`src/design/tioc_pkg.sv`:
```
// Contract
// - NO input: contact closed means active
// - NC input: contact open means active
// - Reset-function terminal always uses NO polarity
// - Per-terminal sampling time, 0-200, 2-400 ms
// - No sampling delay after power-up or reset
// - Each output driven by selected status code
// - NO output conducts while signal active
// - NC output opens while signal active
// - Zero delay: output follows condition immediately
// - On-delay 0.0-100.0 s before activation
// - Off-delay 0.0-100.0 s before release
// - Duplicate input function kept by last terminal
package tioc_pkg;
   localparam int               NUM_INPUTS        = 5;
   localparam int               NUM_OUTPUTS       = 2;
   localparam int               OUT_OC            = 0;
   localparam int               OUT_RELAY         = 1;
   localparam int               STATUS_WIDTH      = 64;
   localparam int               CLK_PERIOD_NS     = 10;
   // Input sampling granule and output delay granule
   localparam int               SAMPLE_STEP_NS    = 2_000_000;
   localparam int               DELAY_STEP_NS     = 100_000_000;
   localparam int               SAMPLE_STEP_CYC   = SAMPLE_STEP_NS / CLK_PERIOD_NS;
   localparam int               DELAY_STEP_CYC    = DELAY_STEP_NS / CLK_PERIOD_NS;
   localparam logic [7:0]       SAMPLE_TIME_MAX   = 8'hc8;
   localparam logic [9:0]       DELAY_MAX         = 10'h3e8;
   localparam logic [7:0]       FUNC_NONE         = 8'hff;
   localparam logic [7:0]       FUNC_RESET        = 8'h12;
   localparam logic [7:0]       SRC_NONE          = 8'hff;
   localparam logic             POL_NO            = 1'b0;
   localparam logic             POL_NC            = 1'b1;
   localparam logic [7:0]       FUNC_RESET_VAL    = 8'hff;
   localparam logic [8:0]       FILT_CNT_RESET    = 9'h000;
   localparam logic [10:0]      DELAY_CNT_RESET   = 11'h000;

   typedef struct packed {
      logic       polarity;
      logic [7:0] sampleTime;
   } tioc_in_cfg_t;

   typedef struct packed {
      logic [7:0] sourceSel;
      logic       polarity;
      logic [9:0] onDelay;
      logic [9:0] offDelay;
   } tioc_out_cfg_t;

   typedef struct packed {
      logic       write;
      logic [2:0] terminal;
      logic [7:0] func;
   } tioc_func_wr_t;

   typedef enum logic [1:0] {
      TIOC_IDLE     = 2'b00,
      TIOC_ON_PEND  = 2'b01,
      TIOC_ACTIVE   = 2'b11,
      TIOC_OFF_PEND = 2'b10
   } tioc_out_state_t;
endpackage

```
`src/design/tioc_input_filter.sv`:
```
`timescale 1ns/10ps
module tioc_input_filter (
   input  wire logic       clk,
   input  wire logic       sys_rst,
   input  wire logic       rawLevel,
   input  wire logic [7:0] sampleTime,
   input  wire logic       tick,
   input  wire logic       bypass,
   output logic            level
);
   import tioc_pkg::*;

   logic [8:0] count;
   logic [8:0] next_count;
   logic       next_level;
   logic [8:0] limit;

   // -------------------------------------------------------------
   // Debounce
   // -------------------------------------------------------------
   // One extra granule so a partial first granule never shortens it
   assign limit = {1'b0, sampleTime} + 9'h002;

   always_comb begin
      next_level = level;
      next_count = count;
      if (bypass) begin
         next_level = rawLevel;
         next_count = FILT_CNT_RESET;
      end else if (rawLevel == level) begin
         next_count = FILT_CNT_RESET;
      end else if (tick) begin
         next_count = count + 9'h001;
         if (next_count >= limit) begin
            next_level = rawLevel;
            next_count = FILT_CNT_RESET;
         end
      end
   end

   always_ff @(posedge clk) begin
      if (sys_rst) begin
         level <= 1'b0;
         count <= FILT_CNT_RESET;
      end else begin
         level <= next_level;
         count <= next_count;
      end
   end
endmodule // tioc_input_filter

```
`src/design/tioc_output_timer.sv`:
```
`timescale 1ns/10ps
module tioc_output_timer (
   input  wire logic       clk,
   input  wire logic       sys_rst,
   input  wire logic       cond,
   input  wire logic [9:0] onDelay,
   input  wire logic [9:0] offDelay,
   input  wire logic       tick,
   output logic            active
);
   import tioc_pkg::*;

   tioc_out_state_t state;
   tioc_out_state_t next_state;
   logic [10:0]     count;
   logic [10:0]     next_count;
   logic [10:0]     bumped;

   // -------------------------------------------------------------
   // Delay state machine
   // -------------------------------------------------------------
   assign bumped = count + 11'h001;

   always_comb begin
      next_state = state;
      next_count = count;
      case (state)
         TIOC_IDLE: begin
            next_count = DELAY_CNT_RESET;
            if (cond) begin
               next_state = (onDelay == 10'h000) ? TIOC_ACTIVE : TIOC_ON_PEND;
            end
         end
         TIOC_ON_PEND: begin
            if (!cond) begin
               next_state = TIOC_IDLE;
            end else if (tick) begin
               next_count = bumped;
               if (bumped > {1'b0, onDelay}) begin
                  next_state = TIOC_ACTIVE;
               end
            end
         end
         TIOC_ACTIVE: begin
            next_count = DELAY_CNT_RESET;
            if (!cond) begin
               next_state = (offDelay == 10'h000) ? TIOC_IDLE : TIOC_OFF_PEND;
            end
         end
         TIOC_OFF_PEND: begin
            if (cond) begin
               next_state = TIOC_ACTIVE;
               next_count = DELAY_CNT_RESET;
            end else if (tick) begin
               next_count = bumped;
               if (bumped > {1'b0, offDelay}) begin
                  next_state = TIOC_IDLE;
               end
            end
         end
         default: begin
            next_state = TIOC_IDLE;
            next_count = DELAY_CNT_RESET;
         end
      endcase
   end

   always_ff @(posedge clk) begin
      if (sys_rst) begin
         state <= TIOC_IDLE;
         count <= DELAY_CNT_RESET;
      end else begin
         state <= next_state;
         count <= next_count;
      end
   end

   assign active = (state == TIOC_ACTIVE) || (state == TIOC_OFF_PEND);
endmodule // tioc_output_timer

```
`src/design/tioc_terminal_io.sv`:
```
`timescale 1ns/10ps
module tioc_terminal_io #(
   parameter int SAMPLE_STEP_CYCLES = tioc_pkg::SAMPLE_STEP_CYC,
   parameter int DELAY_STEP_CYCLES  = tioc_pkg::DELAY_STEP_CYC
) (
   input  wire logic                                  clk,
   input  wire logic                                  sys_rst,
   input  wire logic [tioc_pkg::NUM_INPUTS-1:0]       contactClosed,
   input  tioc_pkg::tioc_in_cfg_t [tioc_pkg::NUM_INPUTS-1:0]   inputCfg,
   input  tioc_pkg::tioc_func_wr_t                    funcWrite,
   input  wire logic [tioc_pkg::STATUS_WIDTH-1:0]     statusBus,
   input  tioc_pkg::tioc_out_cfg_t [tioc_pkg::NUM_OUTPUTS-1:0] outputCfg,
   output logic [tioc_pkg::NUM_INPUTS-1:0]            inputActive,
   output logic [tioc_pkg::NUM_INPUTS-1:0][7:0]       inputFunc,
   output logic                                       resetFunctionActive,
   output logic [tioc_pkg::NUM_OUTPUTS-1:0]           outputCondition,
   output logic                                       openCollectorConduct,
   output logic                                       relayEnergize
);
   import tioc_pkg::*;

   // -------------------------------------------------------------
   // Helpers
   // -------------------------------------------------------------
   function automatic logic selectSource(input logic [STATUS_WIDTH-1:0] bus,
                                         input logic [7:0]              code);
      logic hit;
      hit = 1'b0;
      if (code != SRC_NONE && code < 8'(STATUS_WIDTH)) begin
         hit = bus[code[5:0]];
      end
      return hit;
   endfunction

   // -------------------------------------------------------------
   // Pin synchronisers
   // -------------------------------------------------------------
   logic [NUM_INPUTS-1:0] syncStage1;
   logic [NUM_INPUTS-1:0] syncStage2;

   always_ff @(posedge clk) begin
      if (sys_rst) begin
         syncStage1 <= '0;
         syncStage2 <= '0;
      end else begin
         syncStage1 <= contactClosed;
         syncStage2 <= syncStage1;
      end
   end

   // -------------------------------------------------------------
   // Granule prescalers
   // -------------------------------------------------------------
   logic [31:0] sampleDiv;
   logic [31:0] next_sampleDiv;
   logic [31:0] delayDiv;
   logic [31:0] next_delayDiv;
   logic        sampleTick;
   logic        delayTick;

   assign sampleTick = (sampleDiv == 32'(SAMPLE_STEP_CYCLES - 1));
   assign delayTick  = (delayDiv == 32'(DELAY_STEP_CYCLES - 1));

   always_comb begin
      next_sampleDiv = sampleTick ? 32'h0000_0000 : sampleDiv + 32'h0000_0001;
      next_delayDiv  = delayTick ? 32'h0000_0000 : delayDiv + 32'h0000_0001;
   end

   always_ff @(posedge clk) begin
      if (sys_rst) begin
         sampleDiv <= 32'h0000_0000;
         delayDiv  <= 32'h0000_0000;
      end else begin
         sampleDiv <= next_sampleDiv;
         delayDiv  <= next_delayDiv;
      end
   end

   // -------------------------------------------------------------
   // Start-up bypass
   // -------------------------------------------------------------
   // Held until the first granule so the synchronisers have settled
   logic startBypass;
   logic next_startBypass;

   always_comb begin
      next_startBypass = startBypass;
      if (sampleTick) begin
         next_startBypass = 1'b0;
      end
   end

   always_ff @(posedge clk) begin
      if (sys_rst) begin
         startBypass <= 1'b1;
      end else begin
         startBypass <= next_startBypass;
      end
   end

   // -------------------------------------------------------------
   // Input function table
   // -------------------------------------------------------------
   logic [NUM_INPUTS-1:0][7:0] funcTable;
   logic [NUM_INPUTS-1:0][7:0] next_funcTable;

   always_comb begin
      next_funcTable = funcTable;
      if (funcWrite.write && funcWrite.terminal < 3'(NUM_INPUTS)) begin
         for (int i = 0; i < NUM_INPUTS; i++) begin
            if (3'(i) == funcWrite.terminal) begin
               next_funcTable[i] = funcWrite.func;
            end else if (funcWrite.func != FUNC_NONE && funcTable[i] == funcWrite.func) begin
               next_funcTable[i] = FUNC_NONE;
            end
         end
      end
   end

   always_ff @(posedge clk) begin
      if (sys_rst) begin
         for (int i = 0; i < NUM_INPUTS; i++) begin
            funcTable[i] <= FUNC_RESET_VAL;
         end
      end else begin
         funcTable <= next_funcTable;
      end
   end

   assign inputFunc = funcTable;

   // -------------------------------------------------------------
   // Input polarity and debounce
   // -------------------------------------------------------------
   logic [NUM_INPUTS-1:0] logicalRaw;
   logic [NUM_INPUTS-1:0] invertEff;

   genvar gi;
   generate
      for (gi = 0; gi < NUM_INPUTS; gi++) begin : g_input
         // Reset terminal ignores an NC setting
         assign invertEff[gi]  = (inputCfg[gi].polarity == POL_NC) &&
                                 (funcTable[gi] != FUNC_RESET);
         // Closed contact reads active unless inverted
         assign logicalRaw[gi] = syncStage2[gi] ^ invertEff[gi];

         tioc_input_filter u_filter (
            .clk        (clk),
            .sys_rst    (sys_rst),
            .rawLevel   (logicalRaw[gi]),
            .sampleTime (inputCfg[gi].sampleTime),
            .tick       (sampleTick),
            .bypass     (startBypass),
            .level      (inputActive[gi])
         );
      end
   endgenerate

   always_comb begin
      resetFunctionActive = 1'b0;
      for (int i = 0; i < NUM_INPUTS; i++) begin
         if (funcTable[i] == FUNC_RESET && inputActive[i]) begin
            resetFunctionActive = 1'b1;
         end
      end
   end

   // -------------------------------------------------------------
   // Output source, delay and polarity
   // -------------------------------------------------------------
   logic [NUM_OUTPUTS-1:0] condRaw;
   logic [NUM_OUTPUTS-1:0] delayedActive;
   logic [NUM_OUTPUTS-1:0] pinDrive;
   logic [NUM_OUTPUTS-1:0] next_pinDrive;

   generate
      for (gi = 0; gi < NUM_OUTPUTS; gi++) begin : g_output
         assign condRaw[gi] = selectSource(statusBus, outputCfg[gi].sourceSel);

         tioc_output_timer u_timer (
            .clk      (clk),
            .sys_rst  (sys_rst),
            .cond     (condRaw[gi]),
            .onDelay  (outputCfg[gi].onDelay),
            .offDelay (outputCfg[gi].offDelay),
            .tick     (delayTick),
            .active   (delayedActive[gi])
         );
      end
   endgenerate

   always_comb begin
      for (int i = 0; i < NUM_OUTPUTS; i++) begin
         // NO conducts when active, NC opens when active
         next_pinDrive[i] = delayedActive[i] ^ (outputCfg[i].polarity == POL_NC);
      end
   end

   always_ff @(posedge clk) begin
      if (sys_rst) begin
         pinDrive <= '0;
      end else begin
         pinDrive <= next_pinDrive;
      end
   end

   assign outputCondition      = delayedActive;
   assign openCollectorConduct = pinDrive[OUT_OC];
   assign relayEnergize        = pinDrive[OUT_RELAY];

   genvar gj;
   generate
      for (gi = 0; gi < NUM_INPUTS; gi++) begin : g_in_chk

         for (gj = gi + 1; gj < NUM_INPUTS; gj++) begin : g_pair

         end
      end

      for (gi = 0; gi < NUM_OUTPUTS; gi++) begin : g_out_chk

      end
   endgenerate
endmodule // tioc_terminal_io

```
`config.mk`:
```
export PLATFORM = sky130hd
export DESIGN_NAME = tioc_terminal_io
export DESIGN_NICKNAME = d
export VERILOG_FILES = /design/src/design/tioc_pkg.sv /design/src/design/tioc_input_filter.sv /design/src/design/tioc_output_timer.sv /design/src/design/tioc_terminal_io.sv
export SDC_FILE = /design/constraint.sdc
export NUM_CORES = 1
export LEC_CHECK = 0
export BUFFER_PORTS_ARGS = -buffer_cell sky130_fd_sc_hd__buf_2
export CORE_UTILIZATION = 45
export CTS_CLUSTER_SIZE = 10
export DETAILED_ROUTE_END_ITERATION = 10
export MAX_ROUTING_LAYER = met4
export PLACE_DENSITY = 0.66
export SETUP_SLACK_MARGIN = 0.5
export SYNTH_ARGS = -nofsm -noshare
export SYNTH_HDL_FRONTEND = slang
export SYNTH_SLANG_ARGS = --single-unit
```
`constraint.sdc`:
```
create_clock -name clk -period 5.4 [get_ports clk]
set_input_delay 0.81 -clock clk [delete_from_list [all_inputs] [get_ports clk]]
set_output_delay 0.81 -clock clk [all_outputs]
set_load 0.005 [all_outputs]
```
# == Yosys cells after proc, flatten, opt, wreduce, memory -nomap -nowiden ==
# Cells that the tools add are included.
# totals
register_bits,193
input_bits,186
output_inout_bits,50
elab_cells,249
# op_classes
addsub,14
order_cmp,14
eq_ne,54
mux,76
bitwise,7
reduce_logical,59
# op_table
op,count
$mux 8,10
$mux 11,6
$pmux 11 s3,2
$add 32x1->32 const B,2
$add 8x2->9 const B,5
$add 9x1->9 const B,5
$ge 9x9->1,5
$mux 9,5
$gt 11x10->1,4
$eq 8x5->1 const B,5
$eq 8x8->1,5
$logic_not 10->1,4
$mux 2,20
$ne 8x5->1 const B,5
$eq 32x18->1 const B,1
$eq 32x24->1 const B,1
$mux 1,29
$ne 8x8->1 const B,3
$add 11x1->11 const B,2
$reduce_bool 2->1,11
$logic_and 1x1->1,18
$lt 8x7->1 const B,2
$pmux 2 s4,2
$reduce_and 3->1,5
other kinds (22),67

# == Longest topological paths before layout ==
# depth
depth_word,7
depth_mapped,15
depth_no_buf,15

# == Hierarchy ==
# From an unflattened synthesis, not the netlist that was laid out.
# hier_totals
hier_cells,1582
area_unflattened_um2,13704.4
# modules_own_cells
mod,n_inst,cells_each,area_per_inst_um2,seq_area_each_um2
tioc_terminal_io,1,732,6708.9,2342.2
tioc_input_filter,5,100,839.6,200.2
tioc_output_timer,2,175,1398.8,260.2

# == Least setup slack after synthesis ==
# No wires, ideal clock.
# synth_timing
path_kind,flip-flop to flip-flop
start,register g_output[1].u_timer.count[0]
end,register g_output[1].u_timer.state[1]
setup_time_ps,132
arrival_ps,2873
required_ps,5268
path_slack_ps,2395
path_stages_with_launch,16
path_buffers,0
period_less_slack_ps,3005
cell_sequence,dfxtp_1 > ha_1 > nand2_1 > or2_2 > inv_1 > and3_1 > xor2_1 > ha_1 > and4_1 > nand4_1 > o221a_2 > o31ai_1 > a31o_2 > mux2_2 > nor3_1 > nor3_1
# synth_via
elab_chain_len,4
word_cells_on_any_way,6
classes_between,add/sub (1); order compare (2); eq/ne (2); reduce/logical (1)
# synth_rtl
element,line_no,rtl
start: declaration,tioc_output_timer.sv:15,logic [10:0] count;
start signal: assignment,tioc_output_timer.sv:74,count <= next_count;
$add 11x1->11 (*),tioc_output_timer.sv:22,assign bumped = count + 11'h001;
"$gt 11x10->1, on equally long branches","tioc_output_timer.sv:56, tioc_output_timer.sv:39",
$ne 3x1->1 (no line) or $ne 3x3->1 (tied branches),n/a,
$reduce_and 6->1 (no line) (*),n/a,
end signal: assignment,tioc_output_timer.sv:73,state <= next_state;
end: declaration,tioc_output_timer.sv:13,tioc_out_state_t state;
# Every way passes the cells marked *; elsewhere a longest branch is shown, timed or not.
# A chain may end at the register's enable or synchronous reset.

# == Worst setup path after layout ==
# Same ends and word-level chain as after synthesis.

==> results.sh <==
export IMPL_outcome="complete, no violations"
export IMPL_period_share_pct=61.61
export IMPL_cts_resized_gates=0
export IMPL_drtIter0Drc=678
export IMPL_required_ns=5.70
export IMPL_grt_pass1_vias=11750
export IMPL_power_density_mw_per_mm2=215.7
export IMPL_ys_seq_elements=193
export IMPL_hpwl_mm=26.47
export IMPL_ctsHoldBuffers=0
export IMPL_die_area_sq_mm=0.03058
export IMPL_yosysTopAreaCell="dfxtp_1"
export IMPL_synth_most_common_cell="nand2_1"
export IMPL_crit_chain="ha_1 -> nand2_1 -> or2_2 -> inv_1 -> and3_1 -> xor2_1 -> ha_1 -> and4_1 -> nand4_1 -> o221a_2 -> o31ai_1 -> a31o_2 -> mux2_2 -> nor3_1 -> nor3_1"
export IMPL_start_util_pct=46.23
export IMPL_synthSimpleGateAreaFrac_pct=26.20
export IMPL_synth_edf_count=0
export IMPL_fin_hold_ws_ns=0.4412
export IMPL_hold_viol_final=0
export IMPL_startpoint="g_output[1].u_timer.count[0]$_SDFFE_PP0P_"
export IMPL_path_max_fanout=6
export IMPL_vias_per_cell=5.489
export IMPL_clock_fmax_mhz=300.6
export IMPL_relSlewSlack_pct=21.49
export IMPL_clkTransAtPathRegs_ns=0.08
export IMPL_ys_types=62
export IMPL_synthArstFlopShare_pct=0
export IMPL_critical_path_class="register to register"
export IMPL_drive_gt1_share_pct=16.80
export IMPL_reg2reg_from="g_output[1].u_timer.count[0]$_SDFFE_PP0P_"
export IMPL_min_path_cells=1
export IMPL_endpoint_kind="register"
export IMPL_ys_flop_type="dfxtp_1"
export IMPL_antenna_found_initial=6
export IMPL_grt_pass1_wl_mm=56.92
export IMPL_cp_arrival_ns=3.63
export IMPL_drt_pass1_iter_count=5
export IMPL_drt_total_wl_mm=34.55
export IMPL_cts_max_level=4
export IMPL_rsz0062_at_grt="no"
export IMPL_final_max_slew_viol_count=0
export IMPL_worstHoldStart="syncStage1[2]$_SDFF_PP0_"
export IMPL_netlist_area_sq_mm=0.01345
export IMPL_yosys_warnings=0
export IMPL_drv_cap=0
export IMPL_die_y_um=174.9
export IMPL_grt_usage_pct=23.20
export IMPL_startpoint_type="register"
export IMPL_min_path_type="register to register"
export IMPL_synthAdderAreaFrac_pct=10.21
export IMPL_post_synth_inst_count=1651
export IMPL_syn_to_final_growth_pct=14.61
export IMPL_yosys_area_top_type_share_pct=28.73
export IMPL_portBuffers=235
export IMPL_drc=0
export IMPL_antenna_left=0
export IMPL_grt_max_degree=78
export IMPL_leakage_nw=6.371
export IMPL_worstMarginPinSlew_ns=1.168
export IMPL_synth_avg_cell_area_sq_um=8.146
export IMPL_vias=12300
export IMPL_ys_seq_area_share_pct=28.73
export IMPL_postCtsSetupBuffers=0
export IMPL_synth_compound_area_share_pct=11.68
export IMPL_io_pins=236
export IMPL_synth_area_leaders="dfxtp_1 29%, ha_1 10%, xnor2_1 6.4%"
export IMPL_cp_slowest_cell="dfxtp_1"
export IMPL_critPathTopFamily="simple AND/OR/NAND/NOR gates"
export IMPL_max_clock_path_buffers=2
export IMPL_clk_latency_ns=0.44
export IMPL_period_needed_ns=3.327
export IMPL_cts_sinks=193
export IMPL_synthesis_nets=1946
export IMPL_overflow=0
export IMPL_critPathBufInv=1
export IMPL_r2r_cells=15
export IMPL_gp_congestion=0.9428
export IMPL_wl_per_cell_um=15.42
export IMPL_fin_skew_ns=0.01234
export IMPL_cts_made_buffers=17
export IMPL_nets=2133
export IMPL_fp_dieW_um=174.9
export IMPL_synthMuxAreaShare_pct=6.475
export IMPL_rows=62
export IMPL_max_stage_delay_ns=0.46
export IMPL_synth_xor_area_share_pct=12.24
export IMPL_core_sq_mm=0.02909
export IMPL_synth_common_cells="204 x nand2_1, 193 x dfxtp_1, 119 x nor2_1, 118 x nand3_1, 109 x ha_1"
export IMPL_tritoncts="built"
export IMPL_cp_depth=15
export IMPL_setup_viol=0
export IMPL_cts_root_buf="clkbuf_16"
export IMPL_synth_top_family_by_area="simple AND/OR/NAND/NOR gates"
export IMPL_peakVddDrop_uv=234.9
export IMPL_setup_tns_ns=0
==> where the power goes <==
part | leakage [nW] | switching (mW) | internal (mW) | total (mW)
Sequential | 1.56 | 0.0256 | 1.45 | 1.47
Combinational | 4.52 | 0.307 | 0.260 | 0.566
Clock | 0.289 | 0.618 | 0.665 | 1.28
==> cells by family (layout without fill, tap and decap cells) <==
family                   after synthesis  after routing
multiplexers                          65             65
adder cells (fa/ha/maj)              110            110
AND/OR/NAND/NOR                      702            702
AO/OA/AOI/OAI                        251            251
buffers and inverters                142            342
flip-flops                           193            193
other                                  0              6
XOR/XNOR                             188            188
==> area by class of cell <==
type	count	area [sq um]
well taps	384	480.5
inverters	72	270.3
clock buffers	18	429.2
fillers	2783	13680
flip-flops and latches	193	3864
repair buffers	238	1199
clock inverters	14	162.7
diodes	6	15.01
multi-input cells	1316	8994
==> path summary, 6_finish.rpt <==
kind	endpoint	slack [ns]
max	g_output[1].u_timer.state[1]$_SDFFE_PP0P_	2.07
min	syncStage2[2]$_SDFF_PP0_	0.44
max reg2reg	g_output[1].u_timer.state[1]$_SDFFE_PP0P_	2.07
min reg2reg	syncStage2[2]$_SDFF_PP0_	0.44
==> worst register-to-register path: cells and delay by family (launching register included) <==
kind	cells	cell delay, ns
buffers and inverters	1	0.08
DFF	1	0.46
adders and majority gates	2	0.59
and+or+nand+nor	7	1.05
muxes	1	0.26
xor gates and xnor gates	1	0.26
AOI/OAI and AO/OA	3	0.50
==> stage by stage <==
step / utilization [%] / instances / setup slack (ns) / total power, mW / instance area, sq um
CTS: 52.93 / 2235 / 2.072 / 3.353 / 15400
floorplan: - / 1651 / 2.395 / 1.883 / 13450
finish: 52.98 / 2241 / 2.073 / 3.324 / 15410
global route: 52.98 / 2241 / 1.773 / 3.478 / 15410
detailed placement: 50.90 / 2203 / 1.783 / 2.070 / 14810
global placement: 50.90 / 2203 / 1.835 / 2.056 / 14810
==> state kept, by name, summed over array words and instances (netlist names) <==
name	flops
startBypass	1
delayDiv	32
sampleDiv	32
syncStage1	5
pinDrive	2
g_output.u_timer.count	22
g_input.u_filter.level	5
inputFunc	40
g_output.u_timer.state	4
syncStage2	5
g_input.u_filter.count	45
==> layout by cell type (no fill, tap or decap), types with 9 or more instances in the layout <==
| master | netlist | layout |
|---|---|---|
| and3_1 | 26 | 26 |
| o21a_1 | 17 | 17 |
| mux2i_1 | 42 | 42 |
| nand3b_1 | 18 | 18 |
| a31oi_1 | 17 | 17 |
| a21oi_1 | 69 | 69 |
| clkbuf_16 | 0 | 17 |
| dfxtp_1 | 193 | 193 |
| nand3_1 | 118 | 118 |
| nand2b_1 | 21 | 21 |
| o21bai_1 | 9 | 9 |
| nor2b_1 | 38 | 38 |
| inv_1 | 72 | 71 |
| xor2_1 | 90 | 90 |
| nor4b_1 | 15 | 15 |
| buf_2 | 8 | 235 |
| ha_1 | 109 | 109 |
| mux4_2 | 17 | 17 |
| nor3_1 | 24 | 24 |
| o22ai_1 | 38 | 38 |
| a21o_1 | 21 | 21 |
| xnor2_1 | 98 | 98 |
| nand4_1 | 39 | 39 |
| o21ai_0 | 45 | 45 |
| nor2_1 | 119 | 119 |
| nor4_1 | 41 | 40 |
| nand2_1 | 204 | 204 |
==> routing by layer <==
metal | wire length, um | part of all wire, % | global-route usage [%] | vias to the layer above
met1 | 15390 | 45 | 27.96 | 5737
met4 | 685 | 2.0 | 6.920 | 0
met5 | 0 | 0 | - | -
met2 | 17090 | 49 | 39.81 | 285
li1 | - | - | - | 6233
met3 | 1390 | 4.0 | 3.438 | 45
(Power assumes the default switching activity.)
